**src/verilog/etcs_pkg.sv**
```systemverilog
package etcs_pkg;

    // Host data address width and register width
    localparam int unsigned ADDR_W = 12;
    localparam int unsigned DATA_W = 8;

    // Register addresses in the host data space
    localparam logic [11:0] ADDR_ETH_CONTROL_ONE = 12'hf9e;
    localparam logic [11:0] ADDR_ETH_CONTROL_TWO = 12'he7e;
    localparam logic [11:0] ADDR_ETH_STATUS      = 12'he7d;
    localparam logic [11:0] ADDR_MAC_CONTROL_ONE = 12'he80;

    // MAC and MII management windows routed into the MAC, all but MAC control register one at 12'he80
    localparam logic [11:0] MAC_WIN_A_LO = 12'he80;
    localparam logic [11:0] MAC_WIN_A_HI = 12'he85;
    localparam logic [11:0] MAC_WIN_B    = 12'he8a;
    localparam logic [11:0] MAC_WIN_C_LO = 12'hea0;
    localparam logic [11:0] MAC_WIN_C_HI = 12'heb9;

    // Control register one fields
    localparam int unsigned BIT_TRANSMIT_RESET   = 7;
    localparam int unsigned BIT_RECEIVE_RESET    = 6;
    localparam int unsigned BIT_DMA_START_BUSY   = 5;
    localparam int unsigned BIT_CHECKSUM_SELECT  = 4;
    localparam int unsigned BIT_TRANSMIT_REQUEST = 3;
    localparam int unsigned BIT_RECEIVE_ENABLE   = 2;

    // Control register two fields
    localparam int unsigned BIT_POINTER_AUTO_INCREMENT = 7;
    localparam int unsigned BIT_PACKET_COUNT_DECREMENT = 6;
    localparam int unsigned BIT_MODULE_ENABLE          = 5;

    // Status register fields
    localparam int unsigned BIT_BUFFER_ERROR_FLAG   = 6;
    localparam int unsigned BIT_RECEIVE_ACTIVE      = 2;
    localparam int unsigned BIT_TRANSMIT_ABORT_FLAG = 1;
    localparam int unsigned BIT_PHY_CLOCK_READY     = 0;

    // MAC control register one fields
    localparam int unsigned BIT_PAUSE_TRANSMIT_ENABLE = 3;
    localparam int unsigned BIT_PAUSE_RECEIVE_ENABLE  = 2;
    localparam int unsigned BIT_PASS_CONTROL_FRAMES   = 1;
    localparam int unsigned BIT_MAC_RECEIVE_ENABLE    = 0;

    // Values after reset
    localparam logic [7:0] RST_ETH_CONTROL_ONE = 8'h00;
    localparam logic [7:0] RST_ETH_CONTROL_TWO = 8'h80;
    localparam logic [7:0] RST_ETH_STATUS      = 8'h00;
    localparam logic [7:0] RST_MAC_CONTROL_ONE = 8'h00;

    // PHY start-up timer
    localparam int unsigned CLK_PERIOD_NS       = 10;
    localparam int unsigned PHY_START_TIME_NS   = 300000;
    localparam int unsigned PHY_START_CYCLES    =
        (PHY_START_TIME_NS + CLK_PERIOD_NS - 1) / CLK_PERIOD_NS;
    localparam int unsigned PHY_TIMER_W         = 20;

endpackage : etcs_pkg

```
**src/verilog/etcs_phy_timer.sv**
```systemverilog
`timescale 1ns/10ps
module etcs_phy_timer
    import etcs_pkg::*;
#(
    parameter int unsigned CYCLES = PHY_START_CYCLES
) (
    input  wire logic clk_sys_in,
    input  wire logic sys_rst_in,
    input  wire logic run_in,
    output logic      ready_out
);

    logic [PHY_TIMER_W-1:0] count_r;
    logic [PHY_TIMER_W-1:0] count_nxt;
    logic                   expired;

    // Terminal count reached
    assign expired   = (count_r >= PHY_TIMER_W'(CYCLES - 1));
    // Restart whenever the module is off, hold once expired
    assign count_nxt = !run_in ? '0 :
                       expired ? count_r : count_r + PHY_TIMER_W'(1);

    // Start-up counter and ready flag
    always_ff @(posedge clk_sys_in or posedge sys_rst_in) begin
        if (sys_rst_in) begin
            count_r   <= '0;
            ready_out <= 1'b0;
        end else begin
            count_r   <= count_nxt;
            ready_out <= run_in & expired;
        end
    end

endmodule : etcs_phy_timer

```
**src/verilog/etcs_top.sv**
```systemverilog
`timescale 1ns/10ps
module etcs_top
    import etcs_pkg::*;
#(
    parameter int unsigned PHY_CYCLES = PHY_START_CYCLES
) (
    input  wire logic        clk_sys_in,
    input  wire logic        sys_rst_in,
    input  wire logic [11:0] sfr_addr_in,
    input  wire logic        sfr_wr_in,
    input  wire logic        sfr_rd_in,
    input  wire logic [7:0]  sfr_wdata_in,
    output logic [7:0]       sfr_rdata_out,
    output logic             sfr_rvalid_out,
    output logic             mac_strobe_out,
    output logic             mac_we_out,
    output logic [11:0]      mac_addr_out,
    output logic [7:0]       mac_wdata_out,
    input  wire logic [7:0]  mac_rdata_in,
    input  wire logic        dma_done_in,
    input  wire logic        tx_done_in,
    input  wire logic        tx_abort_in,
    input  wire logic        rx_busy_in,
    input  wire logic        tx_buf_fail_in,
    input  wire logic        rx_buf_fail_in,
    input  wire logic        data_port_rd_in,
    input  wire logic        data_port_wr_in,
    output logic             transmit_reset_out,
    output logic             receive_reset_out,
    output logic             dma_start_busy_out,
    output logic             checksum_select_out,
    output logic             transmit_request_out,
    output logic             receive_enable_out,
    output logic             module_enable_out,
    output logic             read_pointer_advance_out,
    output logic             write_pointer_advance_out,
    output logic             packet_count_decrement_out,
    output logic             transmit_error_irq_flag_out,
    output logic             receive_error_irq_flag_out,
    output logic             packet_abort_out,
    output logic             pause_transmit_enable_out,
    output logic             pause_receive_enable_out,
    output logic             pass_control_frames_out,
    output logic             mac_receive_enable_out
);

    // Register storage
    logic [7:0] ctl_one_r;
    logic [7:0] ctl_one_nxt;
    logic [7:0] ctl_two_r;
    logic [7:0] ctl_two_nxt;
    logic [7:0] mac_one_r;
    logic [7:0] mac_one_nxt;
    logic       buf_err_r;
    logic       buf_err_nxt;
    logic       tx_abort_r;
    logic       tx_abort_nxt;
    logic       mac_rd_pend_r;
    logic [7:0] rdata_nxt;
    logic       phy_ready;

    // Address decode
    logic       wr_ctl_one;
    logic       wr_ctl_two;
    logic       wr_status;
    logic       wr_mac_one;
    logic       in_mac_win;
    logic       mac_fwd;
    logic [7:0] status_view;
    logic       buf_fail;
    logic       tx_hw_clear;
    logic       dma_hw_clear;
    logic       clr_buf_err;
    logic       clr_tx_abort;

    // Register selects; always live, module enable not consulted
    assign wr_ctl_one = sfr_wr_in && (sfr_addr_in == ADDR_ETH_CONTROL_ONE);
    assign wr_ctl_two = sfr_wr_in && (sfr_addr_in == ADDR_ETH_CONTROL_TWO);
    assign wr_status  = sfr_wr_in && (sfr_addr_in == ADDR_ETH_STATUS);
    assign wr_mac_one = sfr_wr_in && (sfr_addr_in == ADDR_MAC_CONTROL_ONE);

    // MAC and MII windows, minus the register held here
    assign in_mac_win = ((sfr_addr_in >= MAC_WIN_A_LO) && (sfr_addr_in <= MAC_WIN_A_HI))
                     || (sfr_addr_in == MAC_WIN_B)
                     || ((sfr_addr_in >= MAC_WIN_C_LO) && (sfr_addr_in <= MAC_WIN_C_HI));
    assign mac_fwd    = in_mac_win && (sfr_addr_in != ADDR_MAC_CONTROL_ONE)
                     && (sfr_wr_in || sfr_rd_in);

    // Any buffer access failure
    assign buf_fail     = tx_buf_fail_in | rx_buf_fail_in;
    // Hardware ends of the busy bits
    assign tx_hw_clear  = tx_done_in | tx_abort_in | tx_buf_fail_in;
    assign dma_hw_clear = dma_done_in;

    // Control register one: software write wins, else hardware clears busy bits
    always_comb begin
        ctl_one_nxt = ctl_one_r;
        if (dma_hw_clear) begin
            ctl_one_nxt[BIT_DMA_START_BUSY] = 1'b0;
        end
        if (tx_hw_clear) begin
            ctl_one_nxt[BIT_TRANSMIT_REQUEST] = 1'b0;
        end
        if (wr_ctl_one) begin
            ctl_one_nxt = {sfr_wdata_in[7:2], 2'b00};
        end
        // Transmit reset overrides any request, written or held
        if (ctl_one_nxt[BIT_TRANSMIT_RESET]) begin
            ctl_one_nxt[BIT_TRANSMIT_REQUEST] = 1'b0;
        end
    end

    // Control register two: decrement bit never stays set
    always_comb begin
        ctl_two_nxt = ctl_two_r;
        ctl_two_nxt[BIT_PACKET_COUNT_DECREMENT] = 1'b0;
        if (wr_ctl_two) begin
            ctl_two_nxt = {sfr_wdata_in[7:5], 5'b00000};
        end
    end

    // MAC control register one: reserved and unimplemented bits stay zero
    assign mac_one_nxt = wr_mac_one ? {4'h0, sfr_wdata_in[3:0]} : mac_one_r;

    // Software clears: a written zero on a clearable flag
    assign clr_buf_err  = wr_status & ~sfr_wdata_in[BIT_BUFFER_ERROR_FLAG];
    assign clr_tx_abort = wr_status & ~sfr_wdata_in[BIT_TRANSMIT_ABORT_FLAG];

    // Sticky flags: event set beats a software clear
    assign buf_err_nxt  = buf_fail | (buf_err_r & ~clr_buf_err);
    assign tx_abort_nxt = tx_abort_in | (tx_abort_r & ~clr_tx_abort);

    // Status view; reserved bit 4 and unimplemented bits read zero
    always_comb begin
        status_view = 8'h00;
        status_view[BIT_BUFFER_ERROR_FLAG]   = buf_err_r;
        status_view[BIT_RECEIVE_ACTIVE]      = rx_busy_in;
        status_view[BIT_TRANSMIT_ABORT_FLAG] = tx_abort_r;
        status_view[BIT_PHY_CLOCK_READY]     = phy_ready;
    end

    // Read data selection
    always_comb begin
        rdata_nxt = sfr_rdata_out;
        if (mac_rd_pend_r) begin
            rdata_nxt = mac_rdata_in;
        end else if (sfr_rd_in) begin
            case (sfr_addr_in)
                ADDR_ETH_CONTROL_ONE: rdata_nxt = ctl_one_r;
                ADDR_ETH_CONTROL_TWO: rdata_nxt = ctl_two_r;
                ADDR_ETH_STATUS:      rdata_nxt = status_view;
                ADDR_MAC_CONTROL_ONE: rdata_nxt = mac_one_r;
                default:              rdata_nxt = 8'h00;
            endcase
        end
    end

    // PHY start-up timer runs while the module is enabled
    etcs_phy_timer #(
        .CYCLES    (PHY_CYCLES)
    ) u_phy_timer (
        .clk_sys_in(clk_sys_in),
        .sys_rst_in(sys_rst_in),
        .run_in    (ctl_two_r[BIT_MODULE_ENABLE]),
        .ready_out (phy_ready)
    );

    // Control register state
    always_ff @(posedge clk_sys_in or posedge sys_rst_in) begin
        if (sys_rst_in) begin
            ctl_one_r  <= RST_ETH_CONTROL_ONE;
            ctl_two_r  <= RST_ETH_CONTROL_TWO;
            mac_one_r  <= RST_MAC_CONTROL_ONE;
        end else begin
            ctl_one_r  <= ctl_one_nxt;
            ctl_two_r  <= ctl_two_nxt;
            mac_one_r  <= mac_one_nxt;
        end
    end

    // Sticky status flags
    always_ff @(posedge clk_sys_in or posedge sys_rst_in) begin
        if (sys_rst_in) begin
            buf_err_r  <= 1'b0;
            tx_abort_r <= 1'b0;
        end else begin
            buf_err_r  <= buf_err_nxt;
            tx_abort_r <= tx_abort_nxt;
        end
    end

    // Host read port
    always_ff @(posedge clk_sys_in or posedge sys_rst_in) begin
        if (sys_rst_in) begin
            sfr_rdata_out  <= 8'h00;
            sfr_rvalid_out <= 1'b0;
            mac_rd_pend_r  <= 1'b0;
        end else begin
            sfr_rdata_out  <= rdata_nxt;
            sfr_rvalid_out <= mac_rd_pend_r | (sfr_rd_in & ~mac_fwd);
            mac_rd_pend_r  <= mac_fwd & sfr_rd_in;
        end
    end

    // Forwarding into the MAC
    always_ff @(posedge clk_sys_in or posedge sys_rst_in) begin
        if (sys_rst_in) begin
            mac_strobe_out <= 1'b0;
            mac_we_out     <= 1'b0;
            mac_addr_out   <= 12'h000;
            mac_wdata_out  <= 8'h00;
        end else begin
            mac_strobe_out <= mac_fwd;
            mac_we_out     <= mac_fwd & sfr_wr_in;
            if (mac_fwd) begin
                mac_addr_out  <= sfr_addr_in;
                mac_wdata_out <= sfr_wdata_in;
            end
        end
    end

    // Control outputs toward the engines and the MAC
    always_ff @(posedge clk_sys_in or posedge sys_rst_in) begin
        if (sys_rst_in) begin
            transmit_reset_out        <= 1'b0;
            receive_reset_out         <= 1'b0;
            dma_start_busy_out        <= 1'b0;
            checksum_select_out       <= 1'b0;
            transmit_request_out      <= 1'b0;
            receive_enable_out        <= 1'b0;
            module_enable_out         <= 1'b0;
        end else begin
            transmit_reset_out        <= ctl_one_nxt[BIT_TRANSMIT_RESET];
            receive_reset_out         <= ctl_one_nxt[BIT_RECEIVE_RESET];
            dma_start_busy_out        <= ctl_one_nxt[BIT_DMA_START_BUSY];
            checksum_select_out       <= ctl_one_nxt[BIT_CHECKSUM_SELECT];
            transmit_request_out      <= ctl_one_nxt[BIT_TRANSMIT_REQUEST];
            receive_enable_out        <= ctl_one_nxt[BIT_RECEIVE_ENABLE]
                                       & ~ctl_one_nxt[BIT_RECEIVE_RESET];
            module_enable_out         <= ctl_two_nxt[BIT_MODULE_ENABLE];
        end
    end

    // MAC control outputs
    always_ff @(posedge clk_sys_in or posedge sys_rst_in) begin
        if (sys_rst_in) begin
            pause_transmit_enable_out <= 1'b0;
            pause_receive_enable_out  <= 1'b0;
            pass_control_frames_out   <= 1'b0;
            mac_receive_enable_out    <= 1'b0;
        end else begin
            pause_transmit_enable_out <= mac_one_nxt[BIT_PAUSE_TRANSMIT_ENABLE];
            pause_receive_enable_out  <= mac_one_nxt[BIT_PAUSE_RECEIVE_ENABLE];
            pass_control_frames_out   <= mac_one_nxt[BIT_PASS_CONTROL_FRAMES];
            mac_receive_enable_out    <= mac_one_nxt[BIT_MAC_RECEIVE_ENABLE]
                                       & ~ctl_one_nxt[BIT_RECEIVE_RESET];
        end
    end

    // One-cycle pulses: pointer advance, packet decrement, error flags
    always_ff @(posedge clk_sys_in or posedge sys_rst_in) begin
        if (sys_rst_in) begin
            read_pointer_advance_out    <= 1'b0;
            write_pointer_advance_out   <= 1'b0;
            packet_count_decrement_out  <= 1'b0;
            transmit_error_irq_flag_out <= 1'b0;
            receive_error_irq_flag_out  <= 1'b0;
            packet_abort_out            <= 1'b0;
        end else begin
            read_pointer_advance_out    <= data_port_rd_in
                                         & ctl_two_r[BIT_POINTER_AUTO_INCREMENT];
            write_pointer_advance_out   <= data_port_wr_in
                                         & ctl_two_r[BIT_POINTER_AUTO_INCREMENT];
            packet_count_decrement_out  <= wr_ctl_two
                                         & sfr_wdata_in[BIT_PACKET_COUNT_DECREMENT];
            transmit_error_irq_flag_out <= tx_buf_fail_in;
            receive_error_irq_flag_out  <= rx_buf_fail_in;
            packet_abort_out            <= buf_fail;
        end
    end

endmodule : etcs_top

```
**config.mk**
```make
export PLATFORM = sky130hd
export DESIGN_NAME = etcs_top
export DESIGN_NICKNAME = d
export VERILOG_FILES = /design/src/verilog/etcs_pkg.sv /design/src/verilog/etcs_phy_timer.sv /design/src/verilog/etcs_top.sv
export SDC_FILE = /design/constraint.sdc
export NUM_CORES = 1
export LEC_CHECK = 0
export ABC_CLOCK_PERIOD_IN_PS = 2800
export BUFFER_PORTS_ARGS = -buffer_cell sky130_fd_sc_hd__buf_2
export CAP_MARGIN = 20
export CELL_PAD_IN_SITES_DETAIL_PLACEMENT = 1
export CELL_PAD_IN_SITES_GLOBAL_PLACEMENT = 1
export CORE_ASPECT_RATIO = 0.9
export CORE_UTILIZATION = 41
export CTS_CLUSTER_DIAMETER = 40
export DETAILED_ROUTE_END_ITERATION = 8
export HOLD_SLACK_MARGIN = 0.1
export PLACE_DENSITY_LB_ADDON = 0.1
export SYNTH_ARGS = -nofsm -noshare
export SYNTH_HDL_FRONTEND = slang
export SYNTH_SLANG_ARGS = --single-unit
```
**constraint.sdc**
```tcl
create_clock -name clk_sys_in -period 2.8 [get_ports clk_sys_in]
set_input_delay 0.56 -clock clk_sys_in [delete_from_list [all_inputs] [get_ports clk_sys_in]]
set_output_delay 0.56 -clock clk_sys_in [all_outputs]
set_load 0.02 [all_outputs]
```
==> Word level (Yosys, flattened, before mapping) <==
Cells that the tools add are included.
{ "totals": {"latch_bits": 0, "output_inout_bits": 48, "regBits": 85, "ram_bits": 0, "inputBits": 40, "memories": 0, "elab_cells": 93, "romBits": 0} }
{ "classes": {"bitwise_logic": 25, "magnitude_cmp": 5, "n_eq_ne": 7, "mul": 0, "muxes": 11, "shifts": 0, "n_div": 0, "addsub": 1, "reduce_logical": 12} }
{ "ops": {"columns": ["operator", "count"], "rows": [
  ["== test 12 bit, second input constant", 5],
  ["2-to-1 mux 20 bit", 2],
  ["case mux 8 bit (4 select lines)", 1],
  [">= comparator 12 bit, second input constant", 2],
  ["less-or-equal comparator 12 bit, second input constant", 2],
  ["2-to-1 mux 8 bit", 3],
  ["adder 20 x 1 -> 20 bit, second input constant", 1],
  [">= comparator 20 x 15 -> 1 bit, second input constant", 1],
  ["AND 1 bit", 13],
  ["!= test 12 bit, second input constant", 1],
  ["logical AND 1 bit", 8],
  ["2-to-1 mux 7 bit", 1],
  ["NOT 1 bit", 6],
  ["OR 1 bit", 6],
  ["2-to-1 mux 4 bit", 1],
  ["logical OR 1 bit", 3],
  ["2-to-1 mux 1 bit", 3],
  ["!= test 2 bit, second input constant", 1],
  ["nonzero test 2 bit", 1]
]} }

==> Logic depth before layout (Yosys ltp) <==
Gate-level depths: netlist of run 1.
{ "depth": {"ltp_word": 9, "mapped_depth": 8, "mapped_depth_nobuf": 6} }

==> Cells and area by module <==
Synthesis of run 1 repeated with hierarchy kept, for this count alone.
{ "hier_totals": {"hier_cells": 288, "hier_area_um2": 3422.0} }
{ "modules_own_cells": {"columns": ["mod", "instances", "area_per_inst_um2", "seq_area_each_um2", "cells_per_inst"], "rows": [
  ["etcs_top", 1, 2302.2, 1352.5, 177],
  ["etcs_phy_timer", 1, 1119.8, 525.5, 111]
]} }

==> Worst setup path before layout of run 1 <==
No wires, ideal clock.
{ "synth_path": {"path_type": "input-to-reg", "start": "in sfr_addr_in[0]", "end": "reg mac_addr_out[0]", "n_path_buf": 1, "path_slack_ps": 494, "setup_ps": 125, "required_time_ps": 2675, "stages": 6, "t_arrival_ps": 2182, "cell_sequence": "or4_4 nor4_4 a21oi_1 o21ai_2 buf_6 mux2_2"} }
{ "synth_via": {"elab_chain_cells": 6, "word_cells_on_any_way": 12, "classes_between": "order compare: 4; eq/ne: 2; reduce/logical: 6"} }
{ "synth_lines": {"columns": ["item", "line_no", "rtl"], "rows": [
  ["start: declaration", "etcs_top.sv:9", "input wire logic [11:0] sfr_addr_in,"],
  [">= comparator 12 bit or less-or-equal comparator 12 bit (tied branches)", "etcs_top.sv:83", "assign in_mac_win = ((sfr_addr_in >= MAC_WIN_A_LO) && (sfr_addr_in <= MAC_WIN_A_HI))"],
  ["logical AND 1 bit", "etcs_top.sv:83", null],
  ["logical OR 1 bit", "etcs_top.sv:84", "|| (sfr_addr_in == MAC_WIN_B)"],
  ["logical OR 1 bit", "etcs_top.sv:85", "|| ((sfr_addr_in >= MAC_WIN_C_LO) && (sfr_addr_in <= MAC_WIN_C_HI));"],
  ["logical AND 1 bit", "etcs_top.sv:86", "assign mac_fwd = in_mac_win && (sfr_addr_in != ADDR_MAC_CONTROL_ONE)"],
  ["logical AND 1 bit", "etcs_top.sv:87", "&& (sfr_wr_in || sfr_rd_in);"],
  ["end signal: assignment", "etcs_top.sv:216", "mac_addr_out <= sfr_addr_in;"],
  ["end: declaration", "etcs_top.sv:17", "output logic [11:0] mac_addr_out,"]
]} }
Parallel ways exist; a longest one is shown, timed or not.
A chain may end at the register's enable or synchronous reset.

==> Final worst setup path of run 1 <==
{ "layout_path": {"start": "reg u_phy_timer.count_r[19]", "end": "reg u_phy_timer.count_r[11]"} }
{ "layout_via": {"elab_chain_cells": 2} }
{ "layout_lines": {"columns": ["item", "line_no", "rtl"], "rows": [
  ["start: declaration", "etcs_phy_timer.sv:13", "logic [PHY_TIMER_W-1:0] count_r;"],
  ["start signal: assignment", "etcs_phy_timer.sv:29", "count_r <= count_nxt;"],
  [">= comparator 20 x 15 -> 1 bit", "etcs_phy_timer.sv:18", "assign expired = (count_r >= PHY_TIMER_W'(CYCLES - 1));"],
  ["!= test 2 bit (no source line)", null, null]
]} }
No other way between the ends.

==> results of run 1 <==
routing by layer:
layer | global-route usage, % | up-vias
li1 | - | 1258
met1 | 32.4 | 1394
met3 | 5.86 | 6
met5 | 0 | -
met4 | 7.46 | 0
met2 | 36.3 | 80
worst max path at each step:
stage | startpoint | endpoint | slack (ps) | cells after the start
after CTS | u_phy_timer.count_r[19] | u_phy_timer.count_r[9] | 470 | 6
after floorplan | sys_rst_in | buf_err_r | 330 | 1
final | u_phy_timer.count_r[19] | u_phy_timer.count_r[11] | 480 | 6
after global placement | sfr_addr_in[0] | mac_addr_out[0] | 270 | 7
after global routing | u_phy_timer.count_r[19] | u_phy_timer.count_r[11] | 350 | 6
after detailed placement | sfr_addr_in[0] | mac_addr_out[3] | 210 | 7
critical path, stage by stage, from the launching register on:
cell       delay [ps]
dfrtp_1           380
or4_4             560
a2111oi_4         310
a21oi_2            90
buf_4             220
or4_1             510
a21oi_1           160
state kept, by name (all words and copies together) (netlist names), 3 cells and up:
signal and count:
ctl_two_r 3, u_phy_timer.count_r 20, ctl_one_r 6, mac_wdata_out 8, sfr_rdata_out 8, mac_addr_out 12
mac_one_r 4
cells in the final DEF, fill, tap and decap left out, drive strengths merged, types with 2 or more instances in the layout:
cell     count
a2111oi      2
a21oi       18
a221oi       4
a222oi       2
a22oi        2
and2        11
and3         5
buf         96
bufinv       2
clkbuf      11
clkinv       3
dfrtp       74
inv         10
mux2        24
nand2       16
nand2b       7
nand3        9
nand3b       3
nand4        3
nand4b       3
nor2        15
nor2b        2
nor3         4
nor3b        2
nor4         7
o21ai       18
o31ai        8
or3          8
or4          6
cells by family after synthesis:
| kind of cell | Yosys count | share of synthesized area (%) |
|---|---|---|
| compound gates | 59 | 11.9 |
| xor+xnor | 1 | 0.263 |
| fa+ha+maj | 1 | 0.376 |
| buf+inv | 19 | 2.67 |
| flops | 75 | 56.4 |
| mux | 25 | 8.41 |
| simple gates | 107 | 20.0 |
power by group through the flow:
stage | sequential [uW] | combinational, uW | clock (uW)
6_report | 1160 | 244 | 942
5_1_grt | 1160 | 266 | 1020
4_1_cts | 1160 | 248 | 970
3_5_place_dp | 1180 | 247 | 0
3_3_place_gp | 1180 | 242 | 0
2_1_floorplan | 1230 | 74.8 | 0
final cells by class:
class                           instances  area, sq um
Clock buffer                           11          151
Clock inverter                          5         75.1
Fill cell                             870         3570
Inverter                               10         37.5
Multi-Input combinational cell        193         1360
Sequential cell                        75         1880
Tap cell                               96          120
Timing Repair Buffer                   96          503
stage by stage:
stage          instance area [sq um]  setup WS [ps]
3_5_place_dp                    3900            215
5_1_grt                         4130            354
3_3_place_gp                    3900            271
4_1_cts                         4130            467
2_1_floorplan                   3330            332
6_report                        4130            482
==> results by group, run 1 <==
Synthesis
  • Library cells used by synthesis: 51
  • Yosys Warn Count: 0
  • Register area share after synthesis: 56.4%
  • Number of synthesized register bits: 75
  • Synthesized Nets: 328
  • Asr flop ratio synth: 100%
  • Commonest cells in the netlist: 74 x dfrtp_1, 24 x mux2_2, 17 x a21oi_1, 17 x o21ai_0
  • Share of the synthesized area in the top cell type: between 50 and 60%
  • Top post-synthesis cells by area: dfrtp_1 56%, mux2_2 8.1%, a21oi_1 2.6%, o21ai_0 2.6%, and2_1 1.9%
  • EDFF count, synth: 0
  • Most frequent cell after synthesis: dfrtp_1
  • Ys flop type: dfrtp_1
  • Mean Syn Cell Area: 11.6 sq um
  • Synth Cell Area: 0.00333 sq mm
  • Gate Count Post-Synth: between 200 and 300
  • Post-synth top area cell: dfrtp_1

Power and ir drop
  • Psw: 574 uW
  • Maximum vdd drop: between 0.2 and 0.25 mV
  • LEAKAGE: 0.00204 uW
  • Combinational power share: 10.4%
  • Clock group share of total power: 40.2%
  • Internal cell power: 1770 uW
  • Design Power: 2340 uW
  • Sw Share: about a quarter
  • Seq pwr share: 49.4%
  • PD cells: about 570 mW/mm^2

STA
  • Clock Skew: 2.68 ps
  • Final Hold Fails: 0
  • Post-route setup TNS: 0 ps
  • Fmax: between 400 and 500 MHz
  • # setup viols final: 0
  • Slew HR: 60.1%
  • Slew Viols, Final: 0
  • Worst hold margin: 281 ps
  • Final period util: 82.8%
  • Worst slew pin tran: 598 ps
  • Final min period: 2320 ps
  • RSZ-0062 raised after global routing: false

Die
  • Total core area: 0.00769 sq mm
  • Die width: 97.0 um
  • Total die area: 0.00849 sq mm
  • Row cnt: 30
  • IO Pins: 88
  • Die height: a little under 90 um
  • Initial core utilization: 43.3%

Critical path
  • Crit path DAT: between 2000 and 3000 ps
  • Crit path kind: flip-flop to flip-flop
  • CP Max Fanout: 28
  • Worst r2r dst: u_phy_timer.count_r[11]
  • WP data required: 3060 ps
  • Worst Setup Start Kind: flip-flop
  • R2R depth: 6
  • Reg2reg start: u_phy_timer.count_r[19]
  • Critical Path End Type: flip-flop
  • R2R setup slack: 480 ps

GRT
  • Total Routing Usage GR: approximately a quarter
  • Largest net degree at the start of global routing: 48
  • Initial antenna violation count: 0
  • Overflow after GRT: 0
  • First-pass GRT wire length: roughly 15 mm
  • Vias in the first global route: 2,851

Place
  • Detail Placement HPWL: 6.51 mm
  • PortBufs: 87
  • Final Wtd Congestion: 0.769
  • DP Cell Count: between 400 and 500

Status
  • Outcome: completed

Clock tree
  • Cts bufs inserted: 9
  • Clk root buf: clkbuf_8
  • CTS Hold Bufs: 0
  • Clock Sinks: 75
  • H-Tree Depth: 3
  • Post-CTS setup buffer count: 0
  • Longest Clk Path Bufs: 2
  • Number of gates resized after cts: 0
  • Clk slew on worst S/H paths: 80 ps
  • CTS tree: yes
  • Worst skew pair latency: 340 ps

Detailed routing
  • Met2 WL: 4.19 mm
  • DR top layer: met4
  • Drt pass-1 iters: 4
  • Antenna-violating nets left: 0
  • Initial DRC Count: 96
  • DR WL met3: 392 um
  • Via density: 5.63
  • Routed len/inst: 18.6 um
  • WL final: approximately 9.0 mm
  • Residual DRC count: 0
  • Routed via count: 2,738
  • Wl on met1: about 4.3 mm

Finish
  • Net count, final: 426
  • P&R area growth vs syn: 24.0%
  • Final design utilization: 53.7%
  • Diodes inserted: 0
  • Non-Filler Instances: 486
  • Layout cells sized above 1: 39.7%

Min path
  • Worst hold path class: primary input to asynchronous set/reset pin

Run
  • Max-cap check violation count: 0
Note: power is estimated with default switching activity, not from simulation.
==> run 2: changes to the inputs <==
--- a/config.mk
+++ b/config.mk
@@ -5,13 +5,13 @@
 export SDC_FILE = /design/constraint.sdc
 export NUM_CORES = 1
 export LEC_CHECK = 0
-export ABC_CLOCK_PERIOD_IN_PS = 2800
+export ABC_CLOCK_PERIOD_IN_PS = 2000
 export BUFFER_PORTS_ARGS = -buffer_cell sky130_fd_sc_hd__buf_2
 export CAP_MARGIN = 20
 export CELL_PAD_IN_SITES_DETAIL_PLACEMENT = 1
 export CELL_PAD_IN_SITES_GLOBAL_PLACEMENT = 1
 export CORE_ASPECT_RATIO = 0.9
-export CORE_UTILIZATION = 41
+export CORE_UTILIZATION = 37
 export CTS_CLUSTER_DIAMETER = 40
 export DETAILED_ROUTE_END_ITERATION = 8
 export HOLD_SLACK_MARGIN = 0.1
==> constraint.sdc (replaced) <==
create_clock -name clk_sys_in -period 2 [get_ports clk_sys_in]
set_input_delay 0.4 -clock clk_sys_in [delete_from_list [all_inputs] [get_ports clk_sys_in]]
set_output_delay 0.4 -clock clk_sys_in [all_outputs]
set_load 0.02 [all_outputs]
==> results by group, run 2 (synthesis gave the netlist of run 1 again) <==
Critical path
  • Worst r2r dst: u_phy_timer.count_r[10]
  • Crit path kind: flip-flop to flip-flop
  • Critical path destination: u_phy_timer.count_r[10]
  • Worst Setup Start Kind: flip-flop
  • CP startpoint: u_phy_timer.count_r[18]
  • WP data required: 2270 ps (-790 ps)
  • CP Max Fanout: 6 (-79%)
  • Critical Path End Type: flip-flop
  • R2R depth: 6 (unchanged)
  • R2R setup slack: -190 ps (-680 ps)
  • Reg2reg start: u_phy_timer.count_r[18]
  • Crit path DAT: 2470 ps (-110 ps)

Finish
  • Diodes inserted: 0 (unchanged)
  • Layout cells sized above 1: 46.8% (+7.0 points)
  • Most frequent cells in the layout: 87 x buf_2, 74 x dfrtp_1, 44 x buf_4
  • Max reg flops: 20 (unchanged)
  • P&R area growth vs syn: 36.1%
  • FILL cells: 995 (+14%)
  • Net count, final: 468 (+9.9%)
  • Reg with most FFs: u_phy_timer.count_r
  • Top flop regs: u_phy_timer.count_r (20), mac_addr_out (12)
  • Non-Filler Instances: 551 (+13%)
  • Leading cell type in the layout, fill and taps excluded: buf_2

Place
  • DP Cell Count: 531 (+13%)
  • Detail Placement HPWL: 6.83 mm (+4.9%)
  • Pre-CTS WS: -246 ps (-461 ps)
  • PortBufs: 87 (unchanged)
  • Final Wtd Congestion: 0.751 (-2.4%)

STA
  • Final Hold Fails: 0 (unchanged)
  • Final period util: 110% (+27 points)
  • Setup WS post-layout: -193 ps (-675 ps)
  • RSZ-0062 raised after global routing: true
  • Slew HR: 54.7% (-5.4 points)
  • Slew Viols, Final: 0 (unchanged)
  • Final min period: 2190 ps (-125 ps)
  • Clock Skew: 9.50 ps (+6.82 ps)
  • # setup viols final: 14 (+14)
  • Worst slew pin tran: 677 ps (+79.4 ps)
  • Fmax: 456 MHz (+5.7%)

Clock tree
  • Longest Clk Path Bufs: 2 (unchanged)
  • CTS tree: yes
  • H-Tree Depth: 3 (unchanged)
  • Cts bufs inserted: 9 (unchanged)
  • Clock Sinks: 75 (unchanged)
  • CTS Hold Bufs: 0 (unchanged)
  • Clk root buf: clkbuf_8
  • Clk slew on worst S/H paths: 90 ps (about the same)
  • Worst skew pair latency: 350 ps (about the same)

Die
  • Initial core utilization: 38.5% (-4.8 points)
  • IO Pins: 88 (unchanged)
  • Total die area: 0.00939 sq mm (+11%)
  • Die width: 102 um (+5.2%)
  • Row cnt: 32 (+6.7%)
  • Total core area: 0.00865 sq mm (+12%)
  • Die height: 92.0 um (+5.1%)

Status
  • Outcome: complete, but fails checks
  • Violated checks: negative setup slack

GRT
  • Vias in the first global route: 2,910 (+2.1%)
  • Largest net degree at the start of global routing: 31 (-35%)
  • First-pass GRT wire length: 15.1 mm (-0.78%)
  • Initial antenna violation count: 0 (unchanged)
  • Total Routing Usage GR: 21.1% (-2.2 points)
  • Overflow after GRT: 0 (unchanged)

Detailed routing
  • WL final: 9.16 mm (+1.5%)
  • Initial DRC Count: 71 (-26%)
  • Antenna-violating nets left: 0 (unchanged)
  • Routed len/inst: 16.6 um (-10%)
  • Via density: 5.13 (-8.9%)
  • Residual DRC count: 0 (unchanged)
  • Drt pass-1 iters: 4 (unchanged)
  • Routed via count: 2,827 (+3.3%)

Min path
  • Worst hold path class: primary input to asynchronous set/reset pin

Power and ir drop
  • LEAKAGE: 0.00224 uW (+9.8%)
  • Maximum vdd drop: 0.302 mV (+30%)
  • Design Power: 3090 uW (+32%)
  • PD cells: 681 mW/mm^2 (+20%)

Run
  • Max-cap check violation count: 0 (unchanged)
==> run 2: area by class of cell <==
cell class	instances	area, sq um	area share (%)
Timing Repair Buffer	136	866	19.1
Sequential cell	75	1880	41.4
Clock inverter	7	60.1	1.32
Inverter	10	41.3	0.911
Multi-Input combinational cell	195	1420	31.2
Tap cell	119	149	3.28
Clock buffer	9	124	2.73
==> run 2: how the worst min path moves through the flow <==
| stage | to | slack (ps) |
|---|---|---|
| after floorplan | receive_error_irq_flag_out | 430 |
| after global placement | mac_addr_out[10] | 440 |
| after detailed placement | mac_addr_out[7] | 450 |
| after CTS | mac_addr_out[9] | 140 |
| after global routing | receive_error_irq_flag_out | 140 |
| final | mac_addr_out[9] | 140 |
==> run 2: power by group <==
group | internal (uW) | switching [uW]
logic | 155 | 215
clock network | 474 | 632
registers | 1580 | 31.7
==> run 2: critical path, cell delays in order (launching register included) <==
cell	delay, ps
dfrtp_1	390
or4_4	580
a2111oi_4	200
buf_4	200
a21oi_2	110
or3_2	460
a21oi_1	170
==> run 2: repair_timing <==
action / 4_1_cts / 5_1_grt
resized for setup: 5 / 3
buffers inserted: 2 / 0
pin swaps: 6 / 3
setup endpoints to repair: 16 / 15
cloned: 2 / 0
hold endpoints to repair: 0 / 0
==> run 2: stage by stage <==
stage                     hold slack [ps]  instance area, sq um  util, %  TNS [ps]
after detailed placement              447                  4280     49.5     -6770
after global placement                443                  4280     49.5     -4920
after CTS                             135                  4530     52.3     -1770
final                                 137                  4530     52.4     -1990
after global routing                  138                  4530     52.4     -3450
after floorplan                       431                  3330        -     -1480
==> run 2: metal layers <==
| metal | vias to the layer above | global-route usage, % | wire length (um) |
|---|---|---|---|
| met4 | 0 | 4.29 | 66 |
| met1 | 1399 | 29.9 | 4430 |
| met5 | - | 0 | 0 |
| met3 | 5 | 5.03 | 414 |
| met2 | 74 | 32.8 | 4240 |
| li1 | 1349 | - | - |
==> run 3: changes to the inputs <==
--- a/config.mk
+++ b/config.mk
@@ -16,6 +16,7 @@
 export DETAILED_ROUTE_END_ITERATION = 8
 export HOLD_SLACK_MARGIN = 0.1
 export PLACE_DENSITY_LB_ADDON = 0.1
+export REMOVE_ABC_BUFFERS = 1
 export SYNTH_ARGS = -nofsm -noshare
 export SYNTH_HDL_FRONTEND = slang
 export SYNTH_SLANG_ARGS = --single-unit
==> results by group, run 3 (synthesis gave the netlist of run 1 again) <==
STA
  • Final period util: 109% (-0.23 points)
  • Worst slew pin tran: 579 ps (-98.6 ps)
  • Setup WS post-layout: -189 ps (+4.56 ps)
  • # setup viols final: 14 (unchanged)
  • Fmax: 457 MHz (+0.21%)
  • Slew Viols, Final: 0 (unchanged)
  • Clock Skew: 12.2 ps (+2.69 ps)
  • Final min period: 2190 ps (-4.56 ps)
  • Final Hold Fails: 0 (unchanged)
  • RSZ-0062 raised after global routing: true
  • Slew HR: 61.4% (+6.6 points)

Clock tree
  • Clk root buf: clkbuf_8
  • CTS Hold Bufs: 0 (unchanged)
  • Clk slew on worst S/H paths: 80 ps (about the same)
  • Worst skew pair latency: 340 ps (about the same)
  • CTS tree: yes
  • Clock Sinks: 75 (unchanged)
  • Longest Clk Path Bufs: 2 (unchanged)
  • Cts bufs inserted: 9 (unchanged)
  • H-Tree Depth: 3 (unchanged)

Place
  • DP Cell Count: 532 (+0.19%)
  • Final Wtd Congestion: 0.784 (+4.5%)
  • Placed cell area: 0.00426 sq mm (-0.47%)
  • Pre-CTS WS: -280 ps (-33.9 ps)
  • Detail Placement HPWL: 6.68 mm (-2.3%)
  • PortBufs: 87 (unchanged)

Critical path
  • Critical path cell sequence: or4_4 -> a2111oi_4 -> buf_4 -> a21oi_4 -> or4_1 -> a21oi_2
  • Worst path slowest cell: or4_4
  • WP data required: 2270 ps (about the same)
  • Worst r2r dst: u_phy_timer.count_r[7]
  • R2R setup slack: -190 ps (about the same)
  • CP Max Fanout: 5 (-1)
  • Largest delay share family, worst path: simple AND/OR/NAND/NOR gates
  • Reg2reg start: u_phy_timer.count_r[19]
  • Worst Setup Start Kind: flip-flop
  • Critical Path End Type: flip-flop
  • Crit path kind: flip-flop to flip-flop
  • R2R depth: 6 (unchanged)
  • CP bufs+invs: 1 (unchanged)
  • Crit path DAT: 2460 ps (about the same)
  • CP max stage delay: 580 ps (about the same)

Die
  • Die height: 92.0 um (unchanged)
  • Row cnt: 32 (unchanged)
  • Initial core utilization: 38.5% (unchanged)
  • Total die area: 0.00939 sq mm (unchanged)
  • IO Pins: 88 (unchanged)
  • Die width: 102 um (unchanged)
  • Total core area: 0.00865 sq mm (unchanged)

Finish
  • FILL cells: 978 (-1.7%)
  • Diodes inserted: 0 (unchanged)
  • Leading cell type in the layout, fill and taps excluded: buf_2
  • Net count, final: 471 (+0.64%)
  • Top flop regs: u_phy_timer.count_r (20), mac_addr_out (12)
  • Fin area: 0.00459 sq mm (+1.3%)
  • Most frequent cells in the layout: 87 x buf_2, 74 x dfrtp_1, 45 x buf_4
  • Non-Filler Instances: 554 (+0.54%)
  • Layout cells sized above 1: 48.0% (+1.3 points)
  • Max reg flops: 20 (unchanged)
  • Reg with most FFs: u_phy_timer.count_r
  • P&R area growth vs syn: 37.9%

Min path
  • Worst hold path class: primary input to asynchronous set/reset pin

Run
  • Max-cap check violation count: 0 (unchanged)

Power and ir drop
  • Design Power: 3110 uW (+0.88%)
  • Maximum vdd drop: 0.416 mV (+38%)
  • Sw Share: 26.0% (-2.5 points)
  • LEAKAGE: 0.00226 uW (+0.90%)
  • PD cells: 678 mW/mm^2 (-0.42%)
  • Internal cell power: 2300 uW (+4.4%)
  • Psw: 810 uW (-7.9%)
  • Combinational power share: 11.6% (-0.4 points)
  • Clock group share of total power: 36.7% (+0.9 points)
  • Seq pwr share: 51.7% (-0.5 points)

Status
  • Violated checks: negative setup slack
  • Outcome: complete, but fails checks

GRT
  • Vias in the first global route: 3,055 (+5.0%)
  • First-pass GRT wire length: 15.4 mm (+2.1%)
  • Overflow after GRT: 0 (unchanged)
  • Total Routing Usage GR: 21.6% (+0.46 points)
  • Initial antenna violation count: 0 (unchanged)
  • Largest net degree at the start of global routing: 76 (+150%)

Detailed routing
  • Antenna-violating nets left: 0 (unchanged)
  • WL final: 9.24 mm (+0.94%)
  • Via density: 5.14 (+0.27%)
  • Routed len/inst: 16.7 um (+0.39%)
  • Routed via count: 2,850 (+0.81%)
  • Drt pass-1 iters: 5 (+1)
  • Residual DRC count: 0 (unchanged)
  • Initial DRC Count: 140 (+97%)
[run 3: cell types whose count changed in the layout (fill, tap and decap cells not counted), sizes merged]
cell	before	now
clkinvlp	3	2
buf	136	139
inv	13	10
clkbuf	9	10
bufinv	0	1
clkinv	1	3
[run 3: worst min-delay path: stages]
cell and delay [ps]:
buf_2 100, clkinv_2 50, buf_12 330
[run 3: worst max-delay path by stage]
stage / from / end / cells past startpoint
floorplan: sys_rst_in / buf_err_r / 1
global placement: sfr_addr_in[1] / mac_receive_enable_out / 7
detailed placement: u_phy_timer.count_r[19] / u_phy_timer.count_r[13] / 5
CTS: u_phy_timer.count_r[18] / u_phy_timer.count_r[4] / 7
global route: u_phy_timer.count_r[19] / u_phy_timer.count_r[7] / 7
finish: u_phy_timer.count_r[19] / u_phy_timer.count_r[7] / 6
[run 3: metal layers]
metal / part of all wire (%) / GRT usage, % / up-vias
met5: 0 / 0 / -
met4: 0.78 / 6.07 / 0
met3: 4.8 / 4.42 / 4
met2: 47 / 33.4 / 84
met1: 47 / 30.5 / 1415
li1: - / - / 1347
[run 3: stage by stage]
stage | util, % | hold slack [ps] | setup TNS, ps
3_3_place_gp | 49.3 | 445 | -7200
6_report | 53.1 | 132 | -1710
5_1_grt | 53.1 | 143 | -2680
2_1_floorplan | - | 431 | -27220
4_1_cts | 52.5 | 144 | -1640
3_5_place_dp | 49.3 | 450 | -9410
[run 3: layout make-up]
type / count / area, sq um / share of cell area, %
clock buffers: 10 / 128 / 2.78
well taps: 119 / 149 / 3.24
flip-flops and latches: 75 / 1880 / 40.9
clock inverters: 6 / 63.8 / 1.39
repair buffers: 139 / 878 / 19.1
inverters: 10 / 38.8 / 0.845
multi-input cells: 195 / 1460 / 31.7
[run 3: what timing repair did]
item,CTS,global route
resized for setup,11,11
buffers inserted,3,1
setup endpoints to repair,14,19
cloned,2,0
pin swaps,12,5
[run 3: power groups by stage]
stage | registers (uW) | logic, uW | clock network (uW)
floorplan | 1720 | 102 | 0
global placement | 1640 | 360 | 0
detailed placement | 1640 | 367 | 0
CTS | 1610 | 369 | 1180
global route | 1620 | 400 | 1230
finish | 1610 | 362 | 1140
